[src/vxi_irq_pkg.sv]
// constants, types and register map shared by both ends of the vxi interrupter link
//
// Overview of operation
// - request drives programmed level; zero disables all
// - nothing requested unless master enable set
// - separate shared-memory and processor source enables
// - one request line; status id names source
// - acknowledge cycle clears master enable, releasing line
// - handler sets master enable again afterwards
// - pending source re-requests at once when re-enabled
// - processor writes vector, then sets pending bit
// - processor source forwarded only while enabled
// - processor pending stays until written zero
// - enabled shared-memory interrupts forwarded while master enable set and level nonzero
// - shared-memory source served before processor source
// - shared-memory acknowledge returns vector 80 hex
// - software uses user-defined vectors only
package vxi_irq_pkg;

  // link widths
  localparam int unsigned LEVEL_W   = 3;             // request level field width
  localparam int unsigned NUM_LINES = 7;             // request lines, levels 1..7
  localparam int unsigned VEC_W     = 8;             // status id width

  // fixed vector for shared-memory interrupts
  localparam logic [7:0] SM_VECTOR  = 8'h80;

  // control reset values
  localparam logic [2:0] LEVEL_RST  = 3'h0;          // level 0: interrupts off
  localparam logic [7:0] VECTOR_RST = 8'h00;

  // host controller register offsets (byte addresses)
  localparam logic [7:0] HOST_CTRL_OFS   = 8'h00;
  localparam logic [7:0] HOST_STATUS_OFS = 8'h04;
  localparam logic [7:0] HOST_VECTOR_OFS = 8'h08;

  // host control field positions
  localparam int unsigned CTRL_START_BIT  = 0;       // write 1: run an acknowledge cycle
  localparam int unsigned CTRL_MIESET_BIT = 1;       // write 1: set master enable in device
  localparam int unsigned CTRL_AUTO_BIT   = 2;       // stored: re-enable after each acknowledge

  // host status field positions
  localparam int unsigned STAT_BUSY_BIT  = 8;
  localparam int unsigned STAT_VALID_BIT = 9;
  localparam int unsigned STAT_NONE_BIT  = 10;       // start found no active line

  // host vector field positions
  localparam int unsigned VEC_LEVEL_LSB = 8;

  // ahb-lite transfer type encoding
  localparam logic [1:0] HTRANS_IDLE   = 2'h0;
  localparam logic [1:0] HTRANS_NONSEQ = 2'h2;

  // device acknowledge responder states
  typedef enum logic [1:0] {
    DEV_IDLE,
    DEV_ANSWER,
    DEV_RELEASE
  } dev_state_t;

  // host acknowledge sequencer states
  typedef enum logic [1:0] {
    HST_IDLE,
    HST_WAIT,
    HST_DROP
  } hst_state_t;

endpackage

[src/vxi_irq_if.sv]
// link between the interrupter end and the host interrupt handler end
`timescale 1ns/100ps
interface vxi_irq_if;
  import vxi_irq_pkg::*;

  logic [NUM_LINES-1:0] irq_req;      // one bit per level, bit 0 = level 1, high = requesting
  logic                 iack;         // acknowledge cycle in progress, level
  logic [LEVEL_W-1:0]   iack_level;   // level being acknowledged
  logic                 iack_done;    // one-cycle pulse, status_id valid
  logic [VEC_W-1:0]     status_id;    // returned vector, from a flop
  logic                 mie_set;      // one-cycle pulse, host re-enables master enable

  modport dev
  (
    output irq_req,
    output iack_done,
    output status_id,
    input  iack,
    input  iack_level,
    input  mie_set
  );

  modport hst
  (
    input  irq_req,
    input  iack_done,
    input  status_id,
    output iack,
    output iack_level,
    output mie_set
  );

endinterface

[src/vxi_irq_handler.sv]
// host end: interrupt handler driven by software over an ahb-lite register slave
`timescale 1ns/100ps
module vxi_irq_handler
  import vxi_irq_pkg::*;
(
  input  wire logic         clk_i,            // 50 mhz clock
  input  wire logic         srst_i,           // synchronous reset, active high
  vxi_irq_if.hst            link,             // towards the interrupter
  // ahb-lite slave
  input  wire logic         hsel_i,
  input  wire logic [7:0]   haddr_i,
  input  wire logic [1:0]   htrans_i,
  input  wire logic         hwrite_i,
  input  wire logic [2:0]   hsize_i,
  input  wire logic [31:0]  hwdata_i,
  input  wire logic         hready_i,
  output logic              hreadyout_o,
  output logic              hresp_o,
  output logic [31:0]       hrdata_o
);

  // highest requesting level, 0 when the lines are quiet
  function automatic logic [2:0] top_level(input logic [6:0] lines);
    logic [2:0] lvl;
    lvl = 3'h0;
    for (int i = 0; i < 7; i++)
      if (lines[i])
        lvl = 3'(i + 1);
    return lvl;
  endfunction

  ////////////////////////////////////////////////////////////////////////////////
  // ahb-lite slave, zero wait states

  logic        wr_pend_ff;                    // write data phase follows
  logic [7:0]  wr_addr_ff;                    // its address
  logic [31:0] rdata_ff;                      // read data, loaded in address phase
  logic        addr_ok;                       // valid address phase
  logic        wr_ctrl;                       // control written this cycle
  logic        auto_ff;                       // auto re-enable after acknowledge
  logic        valid_ff;                      // a vector has been captured
  logic        none_ff;                       // last start found no request
  logic [7:0]  vec_ff;                        // last status id
  logic [2:0]  vlev_ff;                       // level it came from
  hst_state_t  state_ff;                      // acknowledge sequencer
  logic [31:0] status_word;
  logic [31:0] vector_word;

  assign addr_ok = hsel_i & hready_i & (htrans_i == HTRANS_NONSEQ);
  assign wr_ctrl = wr_pend_ff & (wr_addr_ff == HOST_CTRL_OFS);

  // hsize unused: only whole words are carried
  always_ff @(posedge clk_i)
  begin
    if (srst_i)
    begin
      wr_pend_ff <= 1'b0;
      wr_addr_ff <= 8'h00;
    end
    else
    begin
      wr_pend_ff <= addr_ok & hwrite_i;
      wr_addr_ff <= haddr_i;
    end
  end

  // readback words
  always_comb
  begin
    status_word = 32'h0000_0000;
    status_word[6:0] = link.irq_req;
    status_word[STAT_BUSY_BIT]  = (state_ff != HST_IDLE);
    status_word[STAT_VALID_BIT] = valid_ff;
    status_word[STAT_NONE_BIT]  = none_ff;
    vector_word = 32'h0000_0000;
    vector_word[7:0] = vec_ff;
    vector_word[VEC_LEVEL_LSB +: 3] = vlev_ff;
  end

  // read data registered from the address phase; unmapped reads give zero
  always_ff @(posedge clk_i)
  begin
    if (srst_i)
      rdata_ff <= 32'h0000_0000;
    else if (addr_ok & ~hwrite_i)
    begin
      case (haddr_i)
        HOST_CTRL_OFS:   rdata_ff <= {29'h0, auto_ff, 2'h0};
        HOST_STATUS_OFS: rdata_ff <= status_word;
        HOST_VECTOR_OFS: rdata_ff <= vector_word;
        default:         rdata_ff <= 32'h0000_0000;
      endcase
    end
  end

  assign hreadyout_o = 1'b1;
  assign hresp_o     = 1'b0;
  assign hrdata_o    = rdata_ff;

  ////////////////////////////////////////////////////////////////////////////////
  // acknowledge sequencer

  logic [2:0] lvl_ff;                         // level under acknowledge
  logic       iack_ff;
  logic       mieset_ff;
  logic       start;

  assign start = wr_ctrl & hwdata_i[CTRL_START_BIT] & (state_ff == HST_IDLE);

  // auto mode bit
  always_ff @(posedge clk_i)
  begin
    if (srst_i)
      auto_ff <= 1'b0;
    else if (wr_ctrl)
      auto_ff <= hwdata_i[CTRL_AUTO_BIT];
  end

  // acknowledge the top level, hold until answered, then release
  always_ff @(posedge clk_i)
  begin
    if (srst_i)
    begin
      state_ff <= HST_IDLE;
      iack_ff  <= 1'b0;
      lvl_ff   <= 3'h0;
      none_ff  <= 1'b0;
    end
    else
    begin
      case (state_ff)
        HST_IDLE:
          if (start)
          begin
            if (top_level(link.irq_req) != 3'h0)
            begin
              lvl_ff   <= top_level(link.irq_req);
              iack_ff  <= 1'b1;
              none_ff  <= 1'b0;
              state_ff <= HST_WAIT;
            end
            else
              none_ff <= 1'b1;                // nothing to acknowledge
          end
        HST_WAIT:
          if (link.iack_done)
          begin
            iack_ff  <= 1'b0;
            state_ff <= HST_DROP;
          end
        HST_DROP:
          state_ff <= HST_IDLE;               // one idle cycle between cycles
        default:
          state_ff <= HST_IDLE;
      endcase
    end
  end

  // captured vector; source identified only from it
  always_ff @(posedge clk_i)
  begin
    if (srst_i)
    begin
      vec_ff   <= 8'h00;
      vlev_ff  <= 3'h0;
      valid_ff <= 1'b0;
    end
    else if ((state_ff == HST_WAIT) & link.iack_done)
    begin
      vec_ff   <= link.status_id;
      vlev_ff  <= lvl_ff;
      valid_ff <= 1'b1;
    end
  end

  // re-enable: by software write, or automatically once serviced
  always_ff @(posedge clk_i)
  begin
    if (srst_i)
      mieset_ff <= 1'b0;
    else
      mieset_ff <= (wr_ctrl & hwdata_i[CTRL_MIESET_BIT])
                 | (auto_ff & (state_ff == HST_WAIT) & link.iack_done);
  end

  assign link.iack       = iack_ff;
  assign link.iack_level = lvl_ff;
  assign link.mie_set    = mieset_ff;

endmodule

[src/flat_wrapper.sv]
// flat-port wrapper written by rule: the top's interface ports become plain ports
module vxi_irq_handler_flat import vxi_irq_pkg::*;
  (clk_i, srst_i, hsel_i, haddr_i, htrans_i, hwrite_i, hsize_i, hwdata_i, hready_i, hreadyout_o, hresp_o, hrdata_o, link_irq_req, link_iack_done, link_status_id, link_iack, link_iack_level, link_mie_set);
  vxi_irq_if link_i ();
  input  wire logic clk_i;
  input  wire logic srst_i;
  input  wire logic hsel_i;
  input  wire logic [7:0] haddr_i;
  input  wire logic [1:0] htrans_i;
  input  wire logic hwrite_i;
  input  wire logic [2:0] hsize_i;
  input  wire logic [31:0] hwdata_i;
  input  wire logic hready_i;
  output logic hreadyout_o;
  output logic hresp_o;
  output logic [31:0] hrdata_o;
  input wire logic [$bits(link_i.irq_req)-1:0] link_irq_req;
  input wire logic [$bits(link_i.iack_done)-1:0] link_iack_done;
  input wire logic [$bits(link_i.status_id)-1:0] link_status_id;
  output wire logic [$bits(link_i.iack)-1:0] link_iack;
  output wire logic [$bits(link_i.iack_level)-1:0] link_iack_level;
  output wire logic [$bits(link_i.mie_set)-1:0] link_mie_set;
  assign link_i.irq_req = link_irq_req;
  assign link_i.iack_done = link_iack_done;
  assign link_i.status_id = link_status_id;
  assign link_iack = link_i.iack;
  assign link_iack_level = link_i.iack_level;
  assign link_mie_set = link_i.mie_set;
  vxi_irq_handler u_core (.clk_i(clk_i), .srst_i(srst_i), .link(link_i), .hsel_i(hsel_i), .haddr_i(haddr_i), .htrans_i(htrans_i), .hwrite_i(hwrite_i), .hsize_i(hsize_i), .hwdata_i(hwdata_i), .hready_i(hready_i), .hreadyout_o(hreadyout_o), .hresp_o(hresp_o), .hrdata_o(hrdata_o));
endmodule
[config.mk]
export PLATFORM = sky130hd
export DESIGN_NAME = vxi_irq_handler_flat
export DESIGN_NICKNAME = d
export VERILOG_FILES = /design/src/vxi_irq_pkg.sv /design/src/vxi_irq_if.sv /design/src/vxi_irq_handler.sv /design/src/flat_wrapper.sv
export SDC_FILE = /design/constraint.sdc
export NUM_CORES = 1
export LEC_CHECK = 0
export ABC_AREA = 1
export BUFFER_PORTS_ARGS = -buffer_cell sky130_fd_sc_hd__buf_2
export CORE_MARGIN = 1.5
export CORE_UTILIZATION = 40
export CTS_BUF_LIST = sky130_fd_sc_hd__clkbuf_16
export DETAILED_ROUTE_END_ITERATION = 7
export PLACE_DENSITY = 0.8
export SYNTH_ARGS = -nofsm -noshare
export SYNTH_HDL_FRONTEND = slang
export SYNTH_SLANG_ARGS = --single-unit
[constraint.sdc]
create_clock -name clk_i -period 1.6 [get_ports clk_i]
set_input_delay 0.32 -clock clk_i [delete_from_list [all_inputs] [get_ports clk_i]]
set_output_delay 0.32 -clock clk_i [all_outputs]
set_load 0.01 [all_outputs]
=== Word level (Yosys, flattened, before mapping) ===
Cells that the tools add are included.

* Flip-flop bits (word level): 62
* Output and inout bits: 39
* Logic and storage cells: 62

* Equality and inequality tests: 7
* Muxes and demuxes: 20
* Bitwise operators: 13
* Reduce and logical (&&, ||, !) cells: 10

{| class="wikitable"
|+ Operator list
! kind !! number
|-
| 11-bit one-hot mux with 3 select lines || 1
|-
| 3-bit two-way mux || 9
|-
| 8-bit logical NOT || 2
|-
| 1-bit AND || 11
|-
| 8-bit by 3-bit equality test with 1-bit output (second input constant) || 1
|-
| 8-bit by 4-bit equality test with 1-bit output (second input constant) || 1
|-
| 2-bit two-way mux || 3
|-
| 3-bit AND reduction || 2
|-
| 1-bit two-way mux || 5
|-
| 2-bit != test (second input constant) || 2
|-
| 2-bit one-hot mux with 2 select lines || 1
|-
| 4-bit AND reduction || 1
|-
| 2-bit nonzero test || 2
|-
| 3-bit nonzero test || 1
|-
| 2-bit by 1-bit equality test with 1-bit output (second input constant) || 1
|-
| 2-bit equality test (second input constant) || 1
|-
| 2-bit logical NOT || 1
|-
| 2-bit by 1-bit != test with 1-bit output (second input constant) || 1
|-
| 1-bit one-hot mux with 2 select lines || 1
|-
| 2-bit AND reduction || 1
|-
| 1-bit inverter || 1
|-
| 1-bit OR || 1
|}

=== Depth between registers and ports, before layout ===
* Depth in word-level cells: 14
* Depth in mapped cells: 11

=== Least setup slack after synthesis ===
OpenSTA, ideal clock, no wires.

* Path type: input to register
* From: input haddr_i[4]
* To: register u_core.rdata_ff[5], in the netlist u_core.hrdata_o[5]
* Setup time: 66 ps
* Arrival time: 1,101 ps
* Required time: 1,534 ps
* Slack: 433 ps
* Stages: 8
* Cells stage by stage: inv_2 nand2_1 nor3_4 buf_6 nand3_1 o21ai_1 nand2_1 a21oi_2

* Word-level cells in the longest chain between the ends: 2

{| class="wikitable"
|+ RTL lines
! element !! line !! source
|-
| start: declaration || flat_wrapper.sv:8 || <nowiki>input wire logic [7:0] haddr_i;</nowiki>
|-
| 8-bit by 4-bit equality test with 1-bit output, or another cell as far along || vxi_irq_handler.sv:87 || <nowiki>case (haddr_i)</nowiki>
|-
| 11-bit one-hot mux with 3 select lines (*) || vxi_irq_handler.sv:87 ||
|-
| end signal: assignment || vxi_irq_handler.sv:88 || <nowiki>HOST_CTRL_OFS: rdata_ff <= {29'h0, auto_ff, 2'h0};</nowiki>
|-
| end signal: assignment || vxi_irq_handler.sv:89 || <nowiki>HOST_STATUS_OFS: rdata_ff <= status_word;</nowiki>
|-
| end signal: assignment || vxi_irq_handler.sv:90 || <nowiki>HOST_VECTOR_OFS: rdata_ff <= vector_word;</nowiki>
|-
| end: declaration || vxi_irq_handler.sv:37 || <nowiki>logic [31:0] rdata_ff;</nowiki>
|}

Mark *: on every way between the ends. The rest lies on a longest branch, timed or not.
A chain may end at the register's enable or synchronous reset.

=== Final worst setup path ===
* From: register u_core.wr_addr_ff[1]
* To: register u_core.lvl_ff[2], in the netlist u_core.link.iack_level[2]

* Word-level cells in the longest chain between the ends: 5

{| class="wikitable"
|+ RTL lines
! element !! line !! source
|-
| start: declaration || vxi_irq_handler.sv:36 || <nowiki>logic [7:0] wr_addr_ff;</nowiki>
|-
| start signal: assignment || vxi_irq_handler.sv:63 || <nowiki>wr_addr_ff <= haddr_i;</nowiki>
|-
| 8-bit logical NOT || vxi_irq_handler.sv:50 || <nowiki>assign wr_ctrl = wr_pend_ff & (wr_addr_ff == HOST_CTRL_OFS);</nowiki>
|-
| 1-bit AND || vxi_irq_handler.sv:50 ||
|-
| 1-bit AND (2 in series) || vxi_irq_handler.sv:108 || <nowiki>assign start = wr_ctrl & hwdata_i[CTRL_START_BIT] & (state_ff == HST_IDLE);</nowiki>
|-
| 3-bit AND reduction (no source line) || n/a ||
|-
| end signal: assignment || vxi_irq_handler.sv:137 || <nowiki>lvl_ff <= top_level(link.irq_req);</nowiki>
|-
| end: declaration || vxi_irq_handler.sv:103 || <nowiki>logic [2:0] lvl_ff;</nowiki>
|}

Every way passes these cells.

==> flow_summary.json <==
{
  "nets": 381,
  "cp_max_fo": 4,
  "clock.fmax_mhz": 762,
  "grt_pass1_vias": 1559,
  "die_w_um": 72.1,
  "period_share_pct": 82.0,
  "internal-power_mw": 1.64,
  "cts-htree-levels": 2,
  "synth-seq-cells": 41,
  "cts_sinks": 41,
  "grt_setup_unrepaired": "no",
  "start_util_pct": 42.7,
  "synth_warnings": 0,
  "synth_top_area_share_pct": 42.9,
  "cts_root_buffer": "clkbuf_16",
  "drv_slew": 0,
  "holdWs_ns": 0.248,
  "grt_max_degree": 30,
  "status": "complete, no violations",
  "die_h_um": 72.1,
  "fin_ws_ns": 0.288,
  "seqPwrFrac_pct": 49.3,
  "drive_gt1_share_pct": 25.1,
  "syn_avg_cell_area_sq_um": 7.27,
  "fin_area_sq_um": 2260,
  "grt_use_total_pct": 17.5,
  "clkPwrFrac_pct": 43.4,
  "post_cts_buffers": 0,
  "switching_share_pct": 22.1,
  "crit_path_start_kind": "flop",
  "critPathArrivalTime_ns": 1.52,
  "vdd_drop_max_v": 0.000409,
  "firstDrtPassIters": 4,
  "finalHoldViolations": 0,
  "placed_cell_area_sq_um": 2130,
  "core.rowCount": 24,
  "dp_hpwl_mm": 3.13,
  "vias_per_cell": 4.64,
  "antenna_found_initial": 0,
  "ioPinCount": 105,
  "cts_hold_buffers": 0,
  "yosys_most_used_dff": "dfxtp_1",
  "finalSetupTns_ns": 0,
  "drc": 0,
  "cts_buffers": 5,
  "hold_path_class": "in2reg",
  "cap_violations": 0,
  "rr_worst_depth": 7,
  "final_antenna_net_count": 0,
  "io_buffer_count": 49,
  "period_needed_ns": 1.31,
  "synthArstFlopShare_pct": 0,
  "syn_area_sq_um": 1910,
  "cts_resized": 0,
  "cp_data_required_time_ns": 1.81,
  "netlist-cell-type-count": 23,
  "wl_per_cell_um": 11.2,
  "p_per_area_nw_per_um2": 932,
  "holdPathStages": 2,
  "place_ws_ns": 0.179,
  "p_leak_nw": 1.08,
  "synth_most_common_cell": "nand2_1",
  "vias": 1704,
  "synthCells": 263,
  "critPathKind": "reg2reg",
  "setup_violations": 0,
  "cts_buffer_depth": 2,
  "power_mw": 2.11,
  "fin_skew_ns": 0.00470,
  "crit_path_end_kind": "flop",
  "synth_top_cell_by_area": "dfxtp_1",
  "syn2layout_area_growth_pct": 18.3,
  "cts_tree": "done",
  "dieArea_sq_um": 5200,
  "synth.yosys.seq_area_share_pct": 42.9,
  "switching_power_mw": 0.466,
  "grt_pass1_wl_mm": 6.93,
  "synth_commonest_cells": "nand2_1, dfxtp_1, nor2_1",
  "routed_wl_mm": 4.10,
  "gp_congestion": 0.839,
  "overflow": 0,
  "coreArea_sq_um": 4470,
  "synthTopCellsByArea": "dfxtp_1, nand2_1, buf_4",
  "first_iter_violations": 90,
  "power.share.combinational_pct": 7.4,
  "clk_pin_slew_ns": 0.05,
  "insertion_delay_ns": 0.28,
  "synth_enable_flop_cells": 0,
  "num_antenna_cells": 0
}
[metrics by stage]
stage	util, %	std cells
after floorplan	-	284
after global placement	47.6	360
after detailed placement	47.6	360
after CTS	50.6	367
after global routing	50.6	367
final	50.6	367
[power groups by stage]
stage | Combinational (mW) | Clock [mW] | Sequential (mW)
after floorplan | 0.129 | 0 | 1.06
after global placement | 0.150 | 0 | 1.06
after detailed placement | 0.154 | 0 | 1.06
after CTS | 0.155 | 0.933 | 1.04
after global routing | 0.176 | 0.990 | 1.04
final | 0.155 | 0.915 | 1.04
[state kept, by name, indices dropped and copies added, names as in the netlist]
| register | count |
|---|---|
| u_core.auto_ff | 1 |
| u_core.hrdata_o | 11 |
| u_core.link.iack | 1 |
| u_core.link.iack_level | 3 |
| u_core.link.mie_set | 1 |
| u_core.none_ff | 1 |
| u_core.state_ff | 2 |
| u_core.valid_ff | 1 |
| u_core.vec_ff | 8 |
| u_core.vlev_ff | 3 |
| u_core.wr_addr_ff | 8 |
| u_core.wr_pend_ff | 1 |
[metal layers]
metal | GRT usage (%) | part of all wire (%) | vias to the layer above
met2 | 28.2 | 47 | 55
met5 | 0 | 0 | -
met3 | 5.28 | 6.3 | 7
met4 | 6.29 | 1.6 | 0
met1 | 22.2 | 45 | 746
li1 | - | - | 896
[final timing paths]
path,from,endpoint,slack (ns)
worst max-delay path,u_core.wr_addr_ff[1],u_core.link.iack_level[2],0.29
worst min-delay path,srst_i,u_core.state_ff[1],0.25
worst max register to register,u_core.wr_addr_ff[1],u_core.link.iack_level[2],0.29
worst min register to register,u_core.hrdata_o[10],u_core.hrdata_o[10],0.46
[logic make-up after synthesis]
kind of cell	count (synthesis)	share of synthesized area, %
AO/OA/AOI/OAI	39	11.8
buffers and inverters	56	16.4
AND/OR/NAND/NOR	125	28.4
flip-flops	41	42.9
other	2	0.393
[layout by cell type (no fill, tap or decap)]
| cell type | synthesis | routed |
|---|---|---|
| nand2_1 | 63 | 63 |
| buf_2 | 5 | 49 |
| dfxtp_1 | 41 | 41 |
| nor2_1 | 28 | 28 |
| nand3_1 | 23 | 23 |
| conb_1 | 2 | 23 |
| inv_1 | 19 | 20 |
| a21oi_1 | 17 | 17 |
| o21ai_1 | 9 | 9 |
| a21oi_2 | 7 | 7 |
| buf_4 | 24 | 7 |
| inv_2 | 5 | 5 |
| o21ai_0 | 5 | 5 |
| clkbuf_16 | 0 | 5 |
| nor3_2 | 3 | 3 |
| nor3_1 | 3 | 3 |
| nor2_2 | 1 | 1 |
| and3_1 | 1 | 1 |
| nor3_4 | 1 | 1 |
| nand2_2 | 1 | 1 |
| nand4_1 | 1 | 1 |
| a32o_1 | 1 | 1 |
| clkinv_1 | 0 | 1 |
[critical path, stage by stage, from the launching register on]
cell and delay (ns):
dfxtp_1 0.29, nor2_1 0.15, nand3_1 0.17, nor3_2 0.19, o21ai_1 0.17, nand3_1 0.12
nand2_1 0.06, nor2_1 0.10
[cell type report]
cell class / count / area [sq um]
tap: 52 / 65.1
clock buffer: 5 / 125
timing repair buffer: 56 / 298
fill: 473 / 2210
multi-input combinational: 187 / 856
sequential: 41 / 821
inverter: 24 / 90.1
clock inverter: 2 / 7.51
Note: power is estimated with default switching activity, not from simulation.
